**src/hdl/emw_pkg.sv**
```systemverilog
// constants, types and helpers for the external memory wait/sector control
`default_nettype none
package emw_pkg;

   // -------------------------------------------------------------
   // register selection and field layout
   // -------------------------------------------------------------
   typedef enum logic [1:0] {
      EMW_SEL_ENSLP  = 2'h0,   // enable and sleep control
      EMW_SEL_SECTOR = 2'h1,   // sector wait control
      EMW_SEL_KEEPER = 2'h2    // keeper and mask control
   } emw_sel_e;

   localparam int unsigned EMW_IFACE_EN_BIT  = 7;
   localparam int unsigned EMW_UWAIT_LO_BIT  = 6;
   localparam int unsigned EMW_SLIM_LSB      = 4;
   localparam int unsigned EMW_LWAIT_LSB     = 2;
   localparam int unsigned EMW_UWAIT_HI_BIT  = 1;
   localparam int unsigned EMW_KEEP_BIT      = 7;
   localparam int unsigned EMW_HMASK_LSB     = 0;
   localparam logic [7:0]  EMW_ENSLP_WMASK   = 8'hff;
   localparam logic [7:0]  EMW_SECTOR_WMASK  = 8'h7e;
   localparam logic [7:0]  EMW_KEEPER_WMASK  = 8'h87;
   localparam logic [7:0]  EMW_REG_RESET     = 8'h00;

   // -------------------------------------------------------------
   // address map and timing
   // -------------------------------------------------------------
   localparam logic [15:0] EMW_EXT_BASE        = 16'h1100;
   localparam logic [15:0] EMW_EXT_BASE_LEGACY = 16'h1000;
   localparam int unsigned EMW_SECTOR_LSB      = 13;  // 0x2000 steps
   localparam logic [2:0]  EMW_HMASK_NONE      = 3'h7;
   localparam logic [1:0]  EMW_WAIT_HOLD       = 2'h3;
   localparam logic [1:0]  EMW_STRB_BASE_CYC   = 2'h2;

   typedef enum logic [2:0] {
      ST_IDLE = 3'b000,
      ST_ADDR = 3'b001,
      ST_STRB = 3'b010,
      ST_HOLD = 3'b011,
      ST_LAST = 3'b100
   } emw_state_e;

   // core load/store request
   typedef struct packed {
      logic        write;
      logic [15:0] addr;
      logic [7:0]  wdata;
   } emw_acc_s;

   // ordinary port setting of an eight-pin group
   typedef struct packed {
      logic [7:0] val;
      logic [7:0] oe;
   } emw_port_s;

   // extra strobe cycles for a wait code
   function automatic logic [1:0] emw_extra(input logic [1:0] code);
      emw_extra = (code == 2'h0) ? 2'h0 : (code == 2'h1) ? 2'h1 : 2'h2;
   endfunction

endpackage
`default_nettype wire

```
**src/hdl/emw_pin_mux.sv**
```systemverilog
// alternate-function override of a group of port pins
`timescale 1ns/1ps
`default_nettype none
module emw_pin_mux #(
   parameter int unsigned W = 8
) (
   input  wire logic [W-1:0] alt_en_in,
   input  wire logic [W-1:0] alt_val_in,
   input  wire logic [W-1:0] alt_oe_in,
   input  wire logic [W-1:0] port_val_in,
   input  wire logic [W-1:0] port_oe_in,
   output logic      [W-1:0] pin_out,
   output logic      [W-1:0] pin_oe_out
);
   // refuse a width the logic cannot serve
   if (W < 1) begin : g_width_check
      $error("emw_pin_mux width must be at least one");
   end

   // per pin: alternate function wins over port direction
   assign pin_out    = (alt_en_in & alt_val_in) | (~alt_en_in & port_val_in);
   assign pin_oe_out = (alt_en_in & alt_oe_in) | (~alt_en_in & port_oe_in);
endmodule
`default_nettype wire

```
**src/hdl/emw_ctrl.sv**
```systemverilog
// external memory interface: registers, sector wait select, pin control
`timescale 1ns/1ps
`default_nettype none
module emw_ctrl (
   input  wire logic              CLK_IN,
   input  wire logic              RST_IN,
   input  wire logic              LEGACY_MODE_IN,
   input  wire emw_pkg::emw_sel_e REG_SEL_IN,
   input  wire logic              REG_WE_IN,
   input  wire logic              REG_RE_IN,
   input  wire logic [7:0]        REG_WDATA_IN,
   output logic      [7:0]        REG_RDATA_OUT,
   input  wire logic              ACC_VALID_IN,
   input  wire emw_pkg::emw_acc_s ACC_IN,
   input  wire logic              NEXT_IS_DATA_IN,
   output logic                   ACC_READY_OUT,
   output logic                   ACC_DONE_OUT,
   output logic      [7:0]        ACC_RDATA_OUT,
   input  wire emw_pkg::emw_port_s PORT_AD_IN,
   input  wire emw_pkg::emw_port_s PORT_HI_IN,
   input  wire logic [2:0]        PORT_CTL_VAL_IN,
   input  wire logic [2:0]        PORT_CTL_OE_IN,
   input  wire logic [7:0]        AD_IN,
   output logic      [7:0]        AD_OUT,
   output logic      [7:0]        AD_OE_OUT,
   output logic      [7:0]        AD_PULLUP_OUT,
   output logic                   KEEPER_EN_OUT,
   output logic      [7:0]        KEEPER_VAL_OUT,
   output logic      [7:0]        HADDR_OUT,
   output logic      [7:0]        HADDR_OE_OUT,
   output logic                   ALE_OUT,
   output logic                   ALE_OE_OUT,
   output logic                   RD_N_OUT,
   output logic                   RD_N_OE_OUT,
   output logic                   WR_N_OUT,
   output logic                   WR_N_OE_OUT
);
   import emw_pkg::*;

   // -------------------------------------------------------------
   // control registers
   // -------------------------------------------------------------
   logic [7:0] ensl_q, sect_q, keep_q, rdata_q;
   logic       iface_en, keep_bit;
   logic [2:0] slim, hmask;
   // writes keep reserved bits at zero
   // reserved bits zero
   always_ff @(posedge CLK_IN or posedge RST_IN) begin
      if (RST_IN) begin
         ensl_q <= EMW_REG_RESET;
         sect_q <= EMW_REG_RESET;
         keep_q <= EMW_REG_RESET;
      end else if (REG_WE_IN) begin
         unique case (REG_SEL_IN)
            EMW_SEL_ENSLP:  ensl_q <= REG_WDATA_IN & EMW_ENSLP_WMASK;
            EMW_SEL_SECTOR: sect_q <= REG_WDATA_IN & EMW_SECTOR_WMASK;
            EMW_SEL_KEEPER: keep_q <= REG_WDATA_IN & EMW_KEEPER_WMASK;
            default: ;      // unmapped select ignored
         endcase
      end
   end
   // read data; extra registers are absent in legacy mode
   always_ff @(posedge CLK_IN or posedge RST_IN) begin
      if (RST_IN) begin
         rdata_q <= 8'h00;
      end else if (REG_RE_IN) begin
         unique case (REG_SEL_IN)
            EMW_SEL_ENSLP:  rdata_q <= ensl_q;
            EMW_SEL_SECTOR: rdata_q <= LEGACY_MODE_IN ? 8'h00 : sect_q;
            EMW_SEL_KEEPER: rdata_q <= LEGACY_MODE_IN ? 8'h00 : keep_q;
            default:        rdata_q <= 8'h00;
         endcase
      end
   end
   assign REG_RDATA_OUT = rdata_q;
   // fields; legacy mode fixes sector, mask and keeper off
   assign iface_en = ensl_q[EMW_IFACE_EN_BIT];
   assign slim     = LEGACY_MODE_IN ? 3'h0 : sect_q[EMW_SLIM_LSB +: 3];
   assign hmask    = LEGACY_MODE_IN ? 3'h0 : keep_q[EMW_HMASK_LSB +: 3];
   assign keep_bit = keep_q[EMW_KEEP_BIT] & ~LEGACY_MODE_IN;

   // -------------------------------------------------------------
   // sector and wait selection at access start
   // -------------------------------------------------------------
   logic [15:0] ext_base, upper_start;
   logic        is_ext, is_upper;
   logic [1:0]  uwait, lwait, sel_wait;
   assign ext_base    = LEGACY_MODE_IN ? EMW_EXT_BASE_LEGACY : EMW_EXT_BASE;
   assign is_ext      = ACC_IN.addr >= ext_base;
   assign upper_start = {slim, 13'h0000};
   assign is_upper    = (slim == 3'h0) || (ACC_IN.addr >= upper_start);
   assign uwait = {sect_q[EMW_UWAIT_HI_BIT] & ~LEGACY_MODE_IN,
                   ensl_q[EMW_UWAIT_LO_BIT]};
   assign lwait = sect_q[EMW_LWAIT_LSB +: 2];
   assign sel_wait = !is_ext ? 2'h0 : (is_upper ? uwait : lwait);

   // -------------------------------------------------------------
   // access sequencer
   // -------------------------------------------------------------
   emw_state_e  state_q;
   logic [1:0]  cnt_q, code_q;
   logic        wr_q, ext_q, upper_q;
   logic [15:0] addr_q;
   logic [7:0]  wdata_q, rd_q;
   logic        take, strb_end;
   assign ACC_READY_OUT = (state_q == ST_IDLE) && iface_en;
   assign take          = ACC_VALID_IN && ACC_READY_OUT;
   assign strb_end      = (state_q == ST_STRB) && (cnt_q == 2'h0);
   // state walk: address, strobe, optional hold, final period
   always_ff @(posedge CLK_IN or posedge RST_IN) begin
      if (RST_IN) begin
         state_q <= ST_IDLE;
      end else begin
         unique case (state_q)
            ST_IDLE: if (take) state_q <= ST_ADDR;
            ST_ADDR: state_q <= ST_STRB;
            ST_STRB: if (cnt_q == 2'h0) begin
               state_q <= (code_q == EMW_WAIT_HOLD) ? ST_HOLD : ST_LAST;
            end
            ST_HOLD: state_q <= ST_LAST;
            ST_LAST: state_q <= ST_IDLE;
            default: state_q <= ST_IDLE;
         endcase
      end
   end
   // latch request; wait code frozen for the access
   // sector chosen at start
   always_ff @(posedge CLK_IN or posedge RST_IN) begin
      if (RST_IN) begin
         addr_q  <= 16'h0000;
         wdata_q <= 8'h00;
         wr_q    <= 1'b0;
         ext_q   <= 1'b0;
         upper_q <= 1'b0;
         code_q  <= 2'h0;
      end else if (take) begin
         addr_q  <= ACC_IN.addr;
         wdata_q <= ACC_IN.wdata;
         wr_q    <= ACC_IN.write;
         ext_q   <= is_ext;
         upper_q <= is_upper;
         code_q  <= sel_wait;
      end
   end
   // strobe counter: base two cycles plus extra ones
   // strobe stretch
   always_ff @(posedge CLK_IN or posedge RST_IN) begin
      if (RST_IN) begin
         cnt_q <= 2'h0;
      end else if (state_q == ST_ADDR) begin
         cnt_q <= 2'(EMW_STRB_BASE_CYC - 2'h1 + emw_extra(code_q));
      end else if (state_q == ST_STRB && cnt_q != 2'h0) begin
         cnt_q <= cnt_q - 2'h1;
      end
   end
   // read data captured on the last strobe cycle
   always_ff @(posedge CLK_IN or posedge RST_IN) begin
      if (RST_IN) begin
         rd_q <= 8'h00;
      end else if (strb_end && !wr_q) begin
         rd_q <= AD_IN;
      end
   end
   assign ACC_RDATA_OUT = rd_q;
   assign ACC_DONE_OUT  = (state_q == ST_LAST);

   // -------------------------------------------------------------
   // pin values
   // -------------------------------------------------------------
   logic       ale, rd_n, wr_n, ad_oe;
   logic [7:0] ad_val, hi_alt_en;
   logic [3:0] hi_used;
   assign ale    = (state_q == ST_ADDR) ||
                   ((state_q == ST_LAST) && NEXT_IS_DATA_IN);
   assign rd_n   = ~((state_q == ST_STRB) && ext_q && !wr_q);
   assign wr_n   = ~((state_q == ST_STRB) && ext_q && wr_q);
   assign ad_oe  = (state_q == ST_ADDR) || ((state_q == ST_STRB) && wr_q);
   assign ad_val = (state_q == ST_ADDR) ? addr_q[7:0] : wdata_q;
   assign hi_used   = (hmask == EMW_HMASK_NONE) ? 4'h0 : 4'(4'h8 - hmask);
   assign hi_alt_en = iface_en ? 8'(9'h0ff >> (4'h8 - hi_used)) : 8'h00;

   emw_pin_mux #(.W(8)) u_ad_mux (
      .alt_en_in   ({8{iface_en}}),
      .alt_val_in  (ad_val),
      .alt_oe_in   ({8{ad_oe}}),
      .port_val_in (PORT_AD_IN.val),
      .port_oe_in  (PORT_AD_IN.oe),
      .pin_out     (AD_OUT),
      .pin_oe_out  (AD_OE_OUT)
   );
   emw_pin_mux #(.W(8)) u_hi_mux (
      .alt_en_in   (hi_alt_en),
      .alt_val_in  (addr_q[15:8]),
      .alt_oe_in   (8'hff),
      .port_val_in (PORT_HI_IN.val),
      .port_oe_in  (PORT_HI_IN.oe),
      .pin_out     (HADDR_OUT),
      .pin_oe_out  (HADDR_OE_OUT)
   );

   emw_pin_mux #(.W(3)) u_ctl_mux (
      .alt_en_in   ({3{iface_en}}),
      .alt_val_in  ({wr_n, rd_n, ale}),
      .alt_oe_in   (3'h7),
      .port_val_in (PORT_CTL_VAL_IN),
      .port_oe_in  (PORT_CTL_OE_IN),
      .pin_out     ({WR_N_OUT, RD_N_OUT, ALE_OUT}),
      .pin_oe_out  ({WR_N_OE_OUT, RD_N_OE_OUT, ALE_OE_OUT})
   );
   assign AD_PULLUP_OUT = PORT_AD_IN.val & ~AD_OE_OUT;
   // keeper tracks the last level seen on the AD lines
   // hold last level
   always_ff @(posedge CLK_IN or posedge RST_IN) begin
      if (RST_IN) begin
         KEEPER_VAL_OUT <= 8'h00;
      end else begin
         KEEPER_VAL_OUT <= (AD_OE_OUT & AD_OUT) | (~AD_OE_OUT & AD_IN);
      end
   end
   assign KEEPER_EN_OUT = keep_bit;

   // -------------------------------------------------------------
   // checks
   // -------------------------------------------------------------
   logic [2:0] strb_len_q;
   always_ff @(posedge CLK_IN or posedge RST_IN) begin
      if (RST_IN) strb_len_q <= 3'h0;
      else if (state_q == ST_STRB) strb_len_q <= strb_len_q + 3'h1;
      else strb_len_q <= 3'h0;
   end
endmodule
`default_nettype wire

```
**config.mk**
```make
export PLATFORM = sky130hd
export DESIGN_NAME = emw_ctrl
export DESIGN_NICKNAME = d
export VERILOG_FILES = /design/src/hdl/emw_pkg.sv /design/src/hdl/emw_pin_mux.sv /design/src/hdl/emw_ctrl.sv
export SDC_FILE = /design/constraint.sdc
export NUM_CORES = 1
export LEC_CHECK = 0
export ABC_CLOCK_PERIOD_IN_PS = 3600
export BUFFER_PORTS_ARGS = -buffer_cell sky130_fd_sc_hd__buf_2
export CELL_PAD_IN_SITES_DETAIL_PLACEMENT = 0
export CELL_PAD_IN_SITES_GLOBAL_PLACEMENT = 1
export CORE_MARGIN = 2
export CORE_UTILIZATION = 34
export CTS_CLUSTER_DIAMETER = 200
export DETAILED_ROUTE_END_ITERATION = 8
export PLACE_DENSITY = 0.82
export SETUP_SLACK_MARGIN = 0.1
export SLEW_MARGIN = 5
export SYNTH_ARGS = -nofsm -noshare
export SYNTH_HDL_FRONTEND = slang
export SYNTH_SLANG_ARGS = --single-unit
```
**constraint.sdc**
```tcl
create_clock -name CLK_IN -period 3.6 [get_ports CLK_IN]
set_input_delay 0 -clock CLK_IN [delete_from_list [all_inputs] [get_ports CLK_IN]]
set_output_delay 0 -clock CLK_IN [all_outputs]
set_load 0.1 [all_outputs]
```
## Word-level counts from Yosys, hierarchy flattened

Cells that the tools add are included.

- $add $sub $neg: 4
- Order comparisons: 2
- Equal/unequal tests: 11
- Shift operators: 1
- Multiplexer cells: 19
- Bitwise logic cells: 29
- Reduce and logical (&&, ||, !) cells: 25

Operators with widths:

| cell | number |
|---|---|
| $and A8 B8 Y8 | 10 |
| $or A8 B8 Y8 | 5 |
| $mux W8 | 3 |
| $not A8 Y8 | 3 |
| $pmux W8 S3 | 1 |
| $ge A16 B13 Y1 | 1 |
| $ge A16 B16 Y1 | 1 |
| $mux W3 | 5 |
| $mux W2 | 6 |
| $pmux W3 S4 | 1 |
| $logic_and A1 B1 Y1 | 10 |
| $and A3 B3 Y3 | 3 |
| $mux W9 | 1 |
| $reduce_and A2 Y1 | 4 |
| $shr A8 B4 Y8 const A | 1 |
| $mux W7 | 1 |
| $eq A3 B2 Y1 const B | 2 |
| $eq A3 B3 Y1 const B | 2 |
| $logic_not A2 Y1 | 3 |
| $logic_not A3 Y1 | 2 |
| $or A3 B3 Y3 | 2 |
| $eq A2 B1 Y1 const B | 2 |
| $eq A2 B2 Y1 const B | 2 |
| $mux W4 | 1 |
| other kinds (12) | 19 |

- Bits in registers: 75
- Bits of input ports: 88
- Output and inout bits: 73
- Logic and storage cells: 104

## Longest topological paths before layout

Gate-level depths: netlist of run 1.

- Word-level depth: 9
- Gate-level depth with buffers: 8

## By module

A second synthesis of run 1 with hierarchy kept.

- Cell total of the unflattened synthesis: 383
- Area total of the unflattened synthesis: 4152.7 sq um

Modules (own cells, without submodules):

| module | times used | cells an instance | area each (sq um) |
|---|---|---|---|
| emw_ctrl | 1 | 345 | 3604.7 |
| emw_pin_mux (u_ad_mux ...) | 2 | 16 | 232.7 |
| emw_pin_mux (u_ctl_mux) | 1 | 6 | 82.6 |

## Least setup slack after synthesis of run 1

Ideal clock, no wire load.

- Path type: flip-flop to output port
- Start: register state_q[1]
- End: output ALE_OUT
- Data arrival time: 4.541 ns
- Data required time: 3.600 ns
- Setup slack: -0.941 ns
- Stages on the path, launching flop included: 5
- Path buffers: 1
- Cell sequence: dfrtp_1 > buf_6 > nor3b_1 > a21oi_1 > a21oi_1

- Word-level cells in the longest chain between the ends: 5
- Elaborated cells between the ends (all ways): 6
- Classes of those cells: 2 x eq/ne; 2 x bitwise; 2 x reduce/logical

Ends and longest elaborated chain:

| what | RTL line | RTL |
|---|---|---|
| start: declaration | emw_ctrl.sv:100 | `emw_state_e state_q;` |
| start signal: assignment | emw_ctrl.sv:118 | `state_q <= (code_q == EMW_WAIT_HOLD) ? ST_HOLD : ST_LAST;` |
| $eq A3 B3 Y1 | - |  |
| via ACC_DONE_OUT | emw_ctrl.sv:17 | `output logic ACC_DONE_OUT,` |
| $logic_and A1 B1 Y1 | emw_ctrl.sv:174 | `((state_q == ST_LAST) && NEXT_IS_DATA_IN);` |
| $logic_or A1 B1 Y1 | emw_ctrl.sv:173 | `assign ale = (state_q == ST_ADDR) \|\|` |
| $and A3 B3 Y3 | emw_pin_mux.sv:21 | `assign pin_out = (alt_en_in & alt_val_in) \| (~alt_en_in & port_val_in);` |
| $or A3 B3 Y3 | emw_pin_mux.sv:21 |  |
| end: declaration | emw_ctrl.sv:31 | `output logic ALE_OUT,` |

The timed path passes the listed nets, and every way through them passes these cells.

## Final worst setup path of run 1

- Start: register ensl_q[7]
- End: output AD_OE_OUT[5]

- Word-level cells in the longest chain between the ends: 3
- Elaborated cells between the ends (all ways): 4
- Classes of those cells: 4 x bitwise

Ends and longest elaborated chain:

| what | RTL line | RTL |
|---|---|---|
| start: declaration | emw_ctrl.sv:43 | `logic [7:0] ensl_q, sect_q, keep_q, rdata_q;` |
| start signal: assignment | emw_ctrl.sv:55 | `EMW_SEL_ENSLP: ensl_q <= REG_WDATA_IN & EMW_ENSLP_WMASK;` |
| $not A8 Y8 | emw_pin_mux.sv:22 | `assign pin_oe_out = (alt_en_in & alt_oe_in) \| (~alt_en_in & port_oe_in);` |
| $and A8 B8 Y8 | emw_pin_mux.sv:22 |  |
| $or A8 B8 Y8 (*) | emw_pin_mux.sv:22 |  |
| end: declaration | emw_ctrl.sv:25 | `output logic [7:0] AD_OE_OUT,` |

Mark *: on every way between the ends. The rest lies on a longest branch, timed or not.

==> metrics.md, run 1 <==
| Metric | Value |
|---|---|
| Setup_tns | 0 ns |
| Max Fclk | 0.3802 GHz |
| Min Hold Slack | 0.006625 ns |
| Row count | 39 |
| Sequential share of the synthesized area | 0.4756 |
| Share of layout cells above drive strength 1 | 0.4541 |
| Seq cells post-synth | between 70 and 80 |
| H-tree Lvls | 3 |
| Initial DRC count | 171 |
| Die Span X | ~110 um |
| Fin area | around 5600 um^2 |
| Total wire length | roughly 11000 um |
| Commonest cells after routing, fill and taps aside | buf_2, dfrtp_1, dlygate4sd3_1, mux2_2, a21oi_1 |
| Clock sink total | 75 |
| Crit-path cells | clkinv_1 > a211oi_4 > a21oi_1 > inv_1 > buf_2 |
| Vias in the first global route | between 3000 and 4000 |
| Detail Route Antenna Nets | 0 |
| CP startpoint kind | flop |
| Final min period | 2.631 ns |
| Pleak | 0.002716 uW |
| Pre-antenna DRT Iters | 4 |
| Hpwl dp | between 8000 and 9000 um |
| Req. time, crit path | 3.60 ns |
| Port bufs | 160 |
| Post-CTS sizing | 0 |
| Initial antenna violation count | 0 |
| Multi-input logic area | approximately 1900 um^2 |
| Initial core utilization | 0.3471 |
| Final hold violations | 0 |
| Slew Limit Headroom | 0.5519 |
| CP Capture Type | output pin |
| Slowest stage delay, CP | between 0.6 and 0.7 ns |
| Latest clock arrival within the worst-skew pair | roughly 0.34 ns |
| Number of flops mapped to enable cells by yosys | 0 |
| DR vias | about 3400 |
| Total CTS buffers | 9 |
| Post-synth net total | 440 |
| Clock root cell | clkbuf_16 |
| CTS clk-pin slew, worst paths | about 0.060 ns |
| Area growth syn-to-layout | 41.66% |
| Hold WC Path Type | input pin to flop |
| Unique masters post-synth | 47 |
| DR DRC count | 0 |
| Most used DFF post-synth | dfrtp_1 |
| Global route total overflow | 0 |
| Clk buf depth | 2 |
| Core area | 11370 um^2 |
| N_diodes | 0 |
| Avg Cell Area, Syn | about 11 um^2 |
| CTS tree | yes |
| Mapped Cells | approximately 350 |
| CP arrival | around 2.6 ns |
| Peak VDD IR | roughly 0.69 mV |
| Largest net degree at the start of global routing | 40 |
| Crit-path max FO | 16 |
| First-pass GRT wire length | approximately 18000 um |
| Gpl congestion | 0.8278 |
| Die ar. | about 12000 um^2 |
| Period utilization | 0.7307 |
| Status | completed |
| Worst Skew | about 0.0048 ns |
| Tightest Pin Transition | 0.6714 ns |
| Power per cell area | about 900 nW/um^2 |
| Yosys warnings | 0 |
| Setup-failing EPs final | 0 |
| Sequential cell area | between 1500 and 2000 um^2 |
| DR WL met3 | 544 um |
| Post-CTS Setup Bufs | 0 |
| DIE HEIGHT | around 110 um |
| Nets | between 600 and 700 |
| Metal2 WL | ~5400 um |
| Netlist Area Pre-Place | between 3000 and 4000 um^2 |
| Total Routing Usage GR | 0.1785 |
| Filler cell count | about 1000 |
| Boundary Pins | between 150 and 200 |
| Post-synth ARST share | 1.000 |
| Most common cell after layout, fill and taps aside | buf_2 |
| Uppermost layer routed | met4 |
| RSZ-0062 raised after global routing | no |
| Post-DP Area | between 4000 and 5000 um^2 |
| Met1 WL | 4591 um |
| CP max stage cell | dfrtp_1 |
| Final Max Tran Viols | 0 |
| Max_cap viols | 0 |
| Vias per cell | between 4 and 5 |
| Avg WL per Cell | between 15 and 20 um |
| Kind of critical path | flop to output pin |
-- per-layer routing --
layer,GRT usage,up-vias
met1,0.2218,1603
li1,-,1632
met4,0.07243,0
met3,0.03266,20
met2,0.3071,110
met5,0,-
-- cell usage after synthesis (2+ instances only) --
| library cell | count | area (um^2) |
|---|---|---|
| a31oi_1 | 3 | 18.77 |
| and3_1 | 2 | 12.51 |
| or2_2 | 5 | 31.28 |
| nor3b_1 | 2 | 15.01 |
| a21oi_1 | 32 | 160.2 |
| nand2b_1 | 8 | 50.05 |
| clkinv_1 | 2 | 7.510 |
| a21boi_0 | 2 | 15.01 |
| clkbuf_1 | 4 | 15.01 |
| o311a_1 | 2 | 20.02 |
| buf_6 | 6 | 67.56 |
| and2_1 | 10 | 62.56 |
| nor2b_1 | 6 | 37.54 |
| nor2_1 | 28 | 105.1 |
| nor4_1 | 4 | 25.02 |
| o21ai_0 | 9 | 45.04 |
| nor3_1 | 2 | 10.01 |
| nand3_1 | 2 | 10.01 |
| ha_1 | 6 | 75.07 |
| mux2_2 | 37 | 416.7 |
| mux2_1 | 5 | 56.30 |
| dfrtp_1 | 75 | 1877 |
| nand2_1 | 19 | 71.32 |
| inv_1 | 16 | 60.06 |
| o22ai_1 | 2 | 12.51 |
| mux2_4 | 22 | 330.3 |
| a22oi_1 | 6 | 45.04 |
| mux2i_1 | 10 | 100.1 |
-- cell type report --
type / count / share of cell area
inverters: 18 / 0.01231
well taps: 143 / 0.03201
multi-input cells: 242 / 0.3433
clock inverters: 6 / 0.01276
flip-flops and latches: 75 / 0.3357
repair buffers: 204 / 0.2211
clock buffers: 10 / 0.04275
-- metrics by stage --
step	utilization	cells	total power [uW]	setup slack, ns
2_1_floorplan	-	346	3647	0.1426
3_3_place_gp	0.4274	640	4035	1.356
3_5_place_dp	0.4274	640	4078	1.233
4_1_cts	0.4917	698	5062	0.9106
5_1_grt	0.4917	698	5259	0.7699
6_report	0.4917	698	5029	0.9695
-- worst paths after layout --
path	startpoint	to	slack, ns	cells past startpoint
worst max-delay path	ensl_q[7]	AD_OE_OUT[5]	0.97	5
min in group asynchronous	RST_IN	wr_q	0.29	3
worst min register to register	ACC_RDATA_OUT[5]	ACC_RDATA_OUT[5]	0.50	1
worst min-delay path	ACC_VALID_IN	ext_q	0.007	3
worst max register to register	ensl_q[7]	code_q[1]	1.27	6
max in group asynchronous	RST_IN	addr_q[10]	2.39	4
-- timing repair --
action                                  4_1_cts  5_1_grt
endpoints found under the setup margin        0        0
hold buffers                                 42        0
hold endpoints to repair                     95        0
-- cell families (layout without fill, tap and decap cells) --
group                    after synthesis  after routing  synth area share
buffers and inverters                 29            238           0.03931
multiplexers                          74             74            0.2289
flip-flops                            75             75            0.4756
AO/OA/AOI/OAI                         62             62           0.09733
AND/OR/NAND/NOR                       98             98            0.1354
adder cells (fa/ha/maj)                6              6           0.01902
XOR/XNOR                               2              2          0.004440
-- worst max-delay path: cells and delay by family, from the launching register on --
kind                   cells  cell delay, ns
buffers and inverters      3            1.03
AO/OA/AOI/OAI              2            0.64
flip-flops                 1            0.62
-- state kept, by name, summed over array words and instances, names as in the netlist --
name / flops
ACC_RDATA_OUT: 8
KEEPER_VAL_OUT: 8
REG_RDATA_OUT: 8
addr_q: 16
cnt_q: 2
code_q: 2
ensl_q: 8
ext_q: 1
keep_q: 4
sect_q: 6
state_q: 3
wdata_q: 8
wr_q: 1
-- where the power goes --
group / switching, uW / internal [uW]
clock: 372 / 562
combinational: 2040 / 697
sequential: 210 / 1140
No activity file was read; power rests on OpenSTA's default activity.
==> inputs of run 2 (changes only) <==
Settings changed: ABC_CLOCK_PERIOD_IN_PS 3600 to 2670.
Clock period 3.6 ns to 2.67 ns, I/O delays scaled along.
==> run 2 against run 1 <==
  * Die area stayed put
  * Clock-buffer cell count stayed put
  * Routed wire length is 0.62% lower
  * Via count fell by 1.6%
  * Register-to-register slack worse by 0.66 ns
  * Final cell count rose by 0.29%
  * Sequential cell count unchanged
  * Critical path type unchanged
  * Largest cell class unchanged
==> metrics.md, run 2 (synthesized netlist as in run 1, its figures left out) <==
| Metric | Value |
|---|---|
| Post-CTS Setup Bufs | 0 (unchanged) |
| DR vias | 3312 (was 3365) |
| Comb power frac | 0.562 (was 0.545) |
| Final min period | ~2.4 ns |
| Total CTS buffers | 9 (unchanged) |
| Clock sink total | 75 (unchanged) |
| Peak VDD IR | 0.9604 mV (was 0.6869 mV) |
| Boundary Pins | 161 (unchanged) |
| Latest clock arrival within the worst-skew pair | 0.33 ns (was 0.34 ns) |
| RSZ-0062 raised after global routing | no (unchanged) |
| Max Fclk | 0.4246 GHz |
| Layout Cells excl Fill | 700 (was 698) |
| Setup_tns | 0 ns (unchanged) |
| Core area | 11370 um^2 (unchanged) |
| Max FFs per register | 16 (unchanged) |
| Gpl congestion | 0.8017 (was 0.8278) |
| Status | completed (unchanged) |
| Hold WC Path Type | input pin to flop (unchanged) |
| Switching pwr | 3587 uW (was 2627 uW) |
| Global route total overflow | 0 (unchanged) |
| CTS clk-pin slew, worst paths | 0.06 ns (about the same) |
| CP arrival | 2.36 ns (was 2.63 ns) |
| Reg2reg start | state_q[2] (was ensl_q[7]) |
| Most flops, register | addr_q (unchanged) |
| Row count | 39 (unchanged) |
| R2R depth | 5 (was 6) |
| Crit-path cells | nand2b_2 > nor2_4 > mux2i_1 > a21oi_2 > buf_2 (was clkinv_1 > a211oi_4 > a21oi_1 > inv_1 > buf_2) |
| Hold depth | 3 (unchanged) |
| Slowest stage delay, CP | 0.49 ns (was 0.62 ns) |
| Internal | 3420 uW (was 2402 uW) |
| Tightest Pin Transition | 1.039 ns (was 0.6714 ns) |
| Crit-path max FO | 13 (was 16) |
| Post-CTS sizing | 0 (unchanged) |
| Nets | 646 (was 644) |
| Commonest cells after routing, fill and taps aside | buf_2, dfrtp_1, dlygate4sd3_1, mux2_2, nor2_1 (was buf_2, dfrtp_1, dlygate4sd3_1, mux2_2, a21oi_1) |
| DR DRC count | 0 (unchanged) |
| Port bufs | 160 (unchanged) |
| Vias in the first global route | 3483 (was 3555) |
| Initial DRC count | 176 (was 171) |
| Worst Skew | 0.006945 ns (was 0.004799 ns) |
| Hpwl dp | 8038 um (was 8018 um) |
| Setup-failing EPs final | 0 (unchanged) |
| Max_cap viols | 0 (unchanged) |
| Avg WL per Cell | 15.28 um (was 15.42 um) |
| Tot Pwr | 7007 uW (was 5029 uW) |
| Die Span X | 111.7 um (unchanged) |
| N_diodes | 0 (unchanged) |
| Largest net degree at the start of global routing | 60 (was 40) |
| Most common cell after layout, fill and taps aside | buf_2 (unchanged) |
| Clk buf depth | 2 (unchanged) |
| CP delay by family, top | simple AND/OR/NAND/NOR gates (was buffers and inverters) |
| Pre-antenna DRT Iters | 4 (unchanged) |
| Kind of critical path | flop to output pin (unchanged) |
| Switching Share | 0.5120 (was 0.5223) |
| Flop pwr share | 0.260 (was 0.269) |
| DIE HEIGHT | 111.7 um (unchanged) |
| Worst R2R End | code_q[0] (was code_q[1]) |
| H-tree Lvls | 3 (unchanged) |
| Detail Route Antenna Nets | 0 (unchanged) |
| CP startpoint kind | flop (unchanged) |
| DP Cell Count | 642 (was 640) |
| Power per cell area | 1201 nW/um^2 (was 899.5 nW/um^2) |
| Share of layout cells above drive strength 1 | 0.4722 (was 0.4541) |
| Clock root cell | clkbuf_16 (unchanged) |
| Clock network power share | 0.178 (was 0.186) |
| Initial antenna violation count | 0 (unchanged) |
| Initial core utilization | 0.3471 (unchanged) |
| CP max stage cell | dfrtp_1 (unchanged) |
| Worst Hold Path EP | REG_RDATA_OUT[7] (was ext_q) |
| WP buf/inv | 1 (was 3) |
| CTS tree | yes (unchanged) |
| Total Routing Usage GR | 0.1732 (was 0.1785) |
| Die ar. | 12480 um^2 (unchanged) |
| R2r setup slk | 0.61 ns (was 1.27 ns) |
| Total wire length | 10700 um (was 10760 um) |
| Vias per cell | 4.731 (was 4.821) |
| Worst Hold Launch | REG_SEL_IN[0] (was ACC_VALID_IN) |
| Pleak | 0.002793 uW (was 0.002716 uW) |
| Final hold violations | 0 (unchanged) |
| Area growth syn-to-layout | 47.84% (was 41.66%) |
| Req. time, crit path | 2.67 ns (was 3.60 ns) |
| Period utilization | 0.8821 |
| Slew Limit Headroom | 0.3071 (was 0.5519) |
| CP Capture Type | output pin (unchanged) |
| Final Max Tran Viols | 0 (unchanged) |
| First-pass GRT wire length | 17170 um (was 17860 um) |
## run 2: cell types whose count changed in the layout (fill, tap and decap cells not counted), sizes merged
| cell | previous run | this run |
|---|---|---|
| buf | 162 | 164 |
## run 2: timing repair
item,in CTS,in global routing
endpoints found under the setup margin,0,0
hold endpoints to repair,116,0
hold buffers,42,0
## run 2: worst max-delay path by stage
stage | from | end | slack, ns | cells after the start
5_1_grt | state_q[1] | AD_OUT[4] | 0.19 | 5
4_1_cts | state_q[1] | AD_OUT[4] | 0.31 | 5
3_5_place_dp | state_q[2] | code_q[1] | 0.60 | 5
3_3_place_gp | LEGACY_MODE_IN | code_q[0] | 0.61 | 9
6_report | state_q[1] | AD_OUT[6] | 0.31 | 5
2_1_floorplan | state_q[1] | ALE_OUT | -0.22 | 4
## run 2: area by class of cell
class | count | area, um^2
fill | 1056 | 5535
multi-input combinational | 242 | 1953
sequential | 75 | 1877
timing repair buffer | 206 | 1446
clock buffer | 10 | 239.0
tap | 143 | 178.9
clock inverter | 6 | 71.32
inverter | 18 | 68.82
## run 2: stage by stage
step	worst slack [ns]	hold slack [ns]	area, um^2	utilization
floorplan	-0.2191	0.1168	3985	-
global placement	0.6055	0.2287	5104	0.4489
detailed placement	0.6013	0.2307	5104	0.4489
CTS	0.3079	0.01475	5834	0.5132
global route	0.1915	0.04177	5834	0.5132
finish	0.3148	0.02685	5834	0.5132
## run 2: metal layers
metal | up-vias | share of wire | track usage
met4 | 0 | 0.014 | 0.06091
met2 | 111 | 0.50 | 0.2994
li1 | 1636 | - | -
met5 | - | 0 | 0
met1 | 1554 | 0.43 | 0.2157
met3 | 11 | 0.053 | 0.03484
## run 2: tightest hold or removal path, delay by kind of cell
| kind | cells | cell delay [ns] |
|---|---|---|
| compound gates | 1 | 0.07 |
| buf+inv | 1 | 0.11 |
| simple gates | 1 | 0.13 |
## run 2: power by group through the flow
stage                     clock, uW  combinational [uW]  sequential (uW)
after floorplan                   0                2400             2550
after global placement            0                3850             1830
after detailed placement          0                3900             1840
after CTS                      1280                3960             1820
after global routing           1330                4100             1880
final                          1250                3940             1820
==> inputs of run 3 (changes only) <==
Settings changed: ABC_AREA set to 1, PLACE_DENSITY 0.82 to 0.88.
==> run 3 against run 2 <==
  * Via count is 20% higher
  * Worst setup slack better by 0.068 ns
  * Hold slack worse by 0.022 ns
  * Core utilization is 0.93 points higher
  * Largest cell class is now flip-flops and latches
  * Non-clock buffer count is 3 higher
  * Sequential share of layout area is 0.54 points higher
  * Synthesized cell count is 46% higher
  * Critical path depth is 1 higher
==> metrics.md, run 3 <==
| Metric | Value |
|---|---|
| Status | completed (unchanged) |
| List of most frequent post-synthesis cells | nand2_1, dfrtp_1, inv_1, nor2_1, o21ai_0 (was dfrtp_1, mux2_2, a21oi_1, nor2_1, mux2_4) |
| Clk buf depth | 2 (unchanged) |
| First-pass GRT wire length | 18970 um (was 17170 um) |
| Period utilization | 0.8567 (was 0.8821) |
| Die ar. | 12230 um^2 (was 12480 um^2) |
| Peak VDD IR | 1.153 mV (was 0.9604 mV) |
| Post-synth top area share | 0.4858 (was 0.4756) |
| Hold WC Path Type | input pin to flop (unchanged) |
| Nets | 805 (was 646) |
| Area growth syn-to-layout | 48.51% (was 47.84%) |
| Sequential cell area | 1877 um^2 (unchanged) |
| Max FFs per register | 16 (unchanged) |
| Yosys warnings | 0 (unchanged) |
| Detail Route Antenna Nets | 0 (unchanged) |
| Max Fclk | 0.4372 GHz (was 0.4246 GHz) |
| CTS clk-pin slew, worst paths | 0.06 ns (about the same) |
| Kind of critical path | flop to output pin (unchanged) |
| Pre-antenna DRT Iters | 4 (unchanged) |
| Initial antenna violation count | 0 (unchanged) |
| Total CTS buffers | 9 (unchanged) |
| Fin area | 5738 um^2 (was 5834 um^2) |
| Ranking of synthesized cells by area | dfrtp_1, nand2_1, inv_1, o21ai_0, nor2_1 (was dfrtp_1, mux2_2, mux2_4, a21oi_1, nor2_1) |
| Min Hold Slack | 0.005016 ns (was 0.02685 ns) |
| Mapped Cells | 504 (was 346) |
| Dominant cell by count in the synthesized netlist | nand2_1 (was dfrtp_1) |
| Clock sink total | 75 (unchanged) |
| Filler cell count | 1067 (was 1056) |
| Largest net degree at the start of global routing | 48 (was 60) |
| Post-synth ARST share | 1.000 (unchanged) |
| CP Capture Type | output pin (unchanged) |
| Tightest Pin Transition | 0.6313 ns (was 1.039 ns) |
| DR vias | 3980 (was 3312) |
| Vias in the first global route | 3968 (was 3483) |
| Row count | 38 (was 39) |
| CP arrival | 2.29 ns (was 2.36 ns) |
| Pleak | 0.003108 uW (was 0.002793 uW) |
| Tot Pwr | 6705 uW (was 7007 uW) |
| Multi-input logic area | 1727 um^2 (was 1953 um^2) |
| CTS tree | yes (unchanged) |
| CP startpoint kind | flop (unchanged) |
| DR DRC count | 0 (unchanged) |
| Cell taking the most area after synthesis | dfrtp_1 (unchanged) |
| Share of layout cells above drive strength 1 | 0.3059 (was 0.4722) |
| Req. time, crit path | 2.67 ns (about the same) |
| Avg WL per Cell | 13.28 um (was 15.28 um) |
| Clock root cell | clkbuf_16 (unchanged) |
| Gpl congestion | 0.8301 (was 0.8017) |
| Netlist Area Pre-Place | 3864 um^2 (was 3946 um^2) |
| Global route total overflow | 0 (unchanged) |
| Unique masters post-synth | 28 (was 47) |
| Seq cells post-synth | 75 (unchanged) |
| Most common cell after layout, fill and taps aside | nand2_1 (was buf_2) |
| Most flops, register | addr_q (unchanged) |
| Worst Skew | 0.008403 ns (was 0.006945 ns) |
| Boundary Pins | 161 (unchanged) |
| H-tree Lvls | 3 (unchanged) |
| Vias per cell | 4.650 (was 4.731) |
| Latest clock arrival within the worst-skew pair | 0.33 ns (about the same) |
| Sequential share of the synthesized area | 0.4858 (was 0.4756) |
| Power per cell area | 1168 nW/um^2 (was 1201 nW/um^2) |
| Initial DRC count | 267 (was 176) |
| Port bufs | 160 (unchanged) |
| Number of flops mapped to enable cells by yosys | 0 (unchanged) |
| Post-synth net total | 598 (was 440) |
| Total Routing Usage GR | 0.1880 (was 0.1732) |
| Total wire length | 11370 um (was 10700 um) |
| Slew Limit Headroom | 0.5791 (was 0.3071) |
| Crit-path max FO | 18 (was 13) |
| RSZ-0062 raised after global routing | no (unchanged) |
| Final Max Tran Viols | 0 (unchanged) |
| Initial core utilization | 0.3518 (was 0.3471) |
| N_diodes | 0 (unchanged) |
| Most used DFF post-synth | dfrtp_1 (unchanged) |
| Core area | 10980 um^2 (was 11370 um^2) |
| Max_cap viols | 0 (unchanged) |
| Avg Cell Area, Syn | 7.666 um^2 (was 11.41 um^2) |
| DIE HEIGHT | 110.6 um (was 111.7 um) |
| Die Span X | 110.6 um (was 111.7 um) |
| Hpwl dp | 8558 um (was 8038 um) |
| Commonest cells after routing, fill and taps aside | nand2_1, buf_2, dfrtp_1, inv_1, nor2_1 (was buf_2, dfrtp_1, dlygate4sd3_1, mux2_2, nor2_1) |
| Final min period | 2.287 ns (was 2.355 ns) |
| Final hold violations | 0 (unchanged) |
| Setup-failing EPs final | 0 (unchanged) |
| Post-DP Area | 4960 um^2 (was 5104 um^2) |
==> run 3: changes by cell type after synthesis, moves of 8 or more <==
cell,delta
a21oi_1,-26
and2_1,-10
o21ai_0,+35
inv_1,+43
nand3_1,+17
nand2_1,+160
mux2_4,-20
nor2_1,+26
mux2_2,-28
nand2b_1,-8
mux2i_1,-10
==> run 3: cell families (layout without fill, tap and decap cells) <==
kind of cell             after synthesis  in the layout  share of synthesized area
AO/OA/AOI/OAI                         67             67                    0.09456
adder cells (fa/ha/maj)                6              6                    0.01943
buffers and inverters                 74            286                    0.08064
multiplexers                          11             11                    0.03400
flip-flops                            75             75                     0.4858
AND/OR/NAND/NOR                      271            271                     0.2856
==> run 3: metal layers <==
metal | vias up | track usage | share of wire
li1 | 1997 | - | -
met1 | 1848 | 0.2397 | 0.45
met2 | 121 | 0.3231 | 0.49
met3 | 14 | 0.03183 | 0.048
met4 | 0 | 0.06417 | 0.013
met5 | - | 0 | 0
==> run 3: layout make-up <==
cell class                 count  area share
inverter                      61     0.04012
multi-input combinational    355      0.3009
timing repair buffer         209      0.2442
sequential                    75      0.3271
clock inverter                 5     0.01483
tap                          140     0.03053
clock buffer                  11     0.04230
==> run 3: final timing paths <==
kind / start / end / slack (ns) / depth (start not counted)
worst max-delay path: ensl_q[7] / AD_OE_OUT[4] / 0.38 / 6
worst min-delay path: PORT_AD_IN[4] / KEEPER_VAL_OUT[4] / 0.005 / 4
worst max register to register: ensl_q[7] / KEEPER_VAL_OUT[2] / 0.47 / 7
worst min register to register: addr_q[5] / addr_q[5] / 0.48 / 2
max in group asynchronous: RST_IN / wdata_q[1] / 1.89 / 4
min in group asynchronous: RST_IN / REG_RDATA_OUT[5] / 0.28 / 4
==> run 3: worst max-delay path: stages, from the launching register on <==
cell,delay [ns]
dfrtp_1,0.39
buf_4,0.23
nand2_1,0.09
inv_1,0.07
a21oi_2,0.51
nand2_1,0.29
buf_2,0.38
==> run 3: power breakdown <==
part,internal [uW],switching [uW],leakage [uW],total [uW]
clock network,849,478,0.000156,1330
registers,1530,212,0.000927,1740
logic,733,2910,0.00202,3640
total,3110,3600,0.00311,6700
==> run 3: stage by stage <==
step	utilization	worst slack, ns	setup TNS, ns	instances
2_1_floorplan	-	-0.4518	-0.4518	504
3_3_place_gp	0.4516	0.7729	0	795
3_5_place_dp	0.4516	0.7456	0	795
4_1_cts	0.5224	0.4131	0	856
5_1_grt	0.5224	0.1424	0	856
6_report	0.5224	0.3825	0	856
==> run 3: what timing repair did <==
action | CTS | global route
endpoints found under the hold margin | 128 | 0
buffers inserted | 0 | 0
gates resized for setup | 0 | 0
hold buffers | 45 | 0
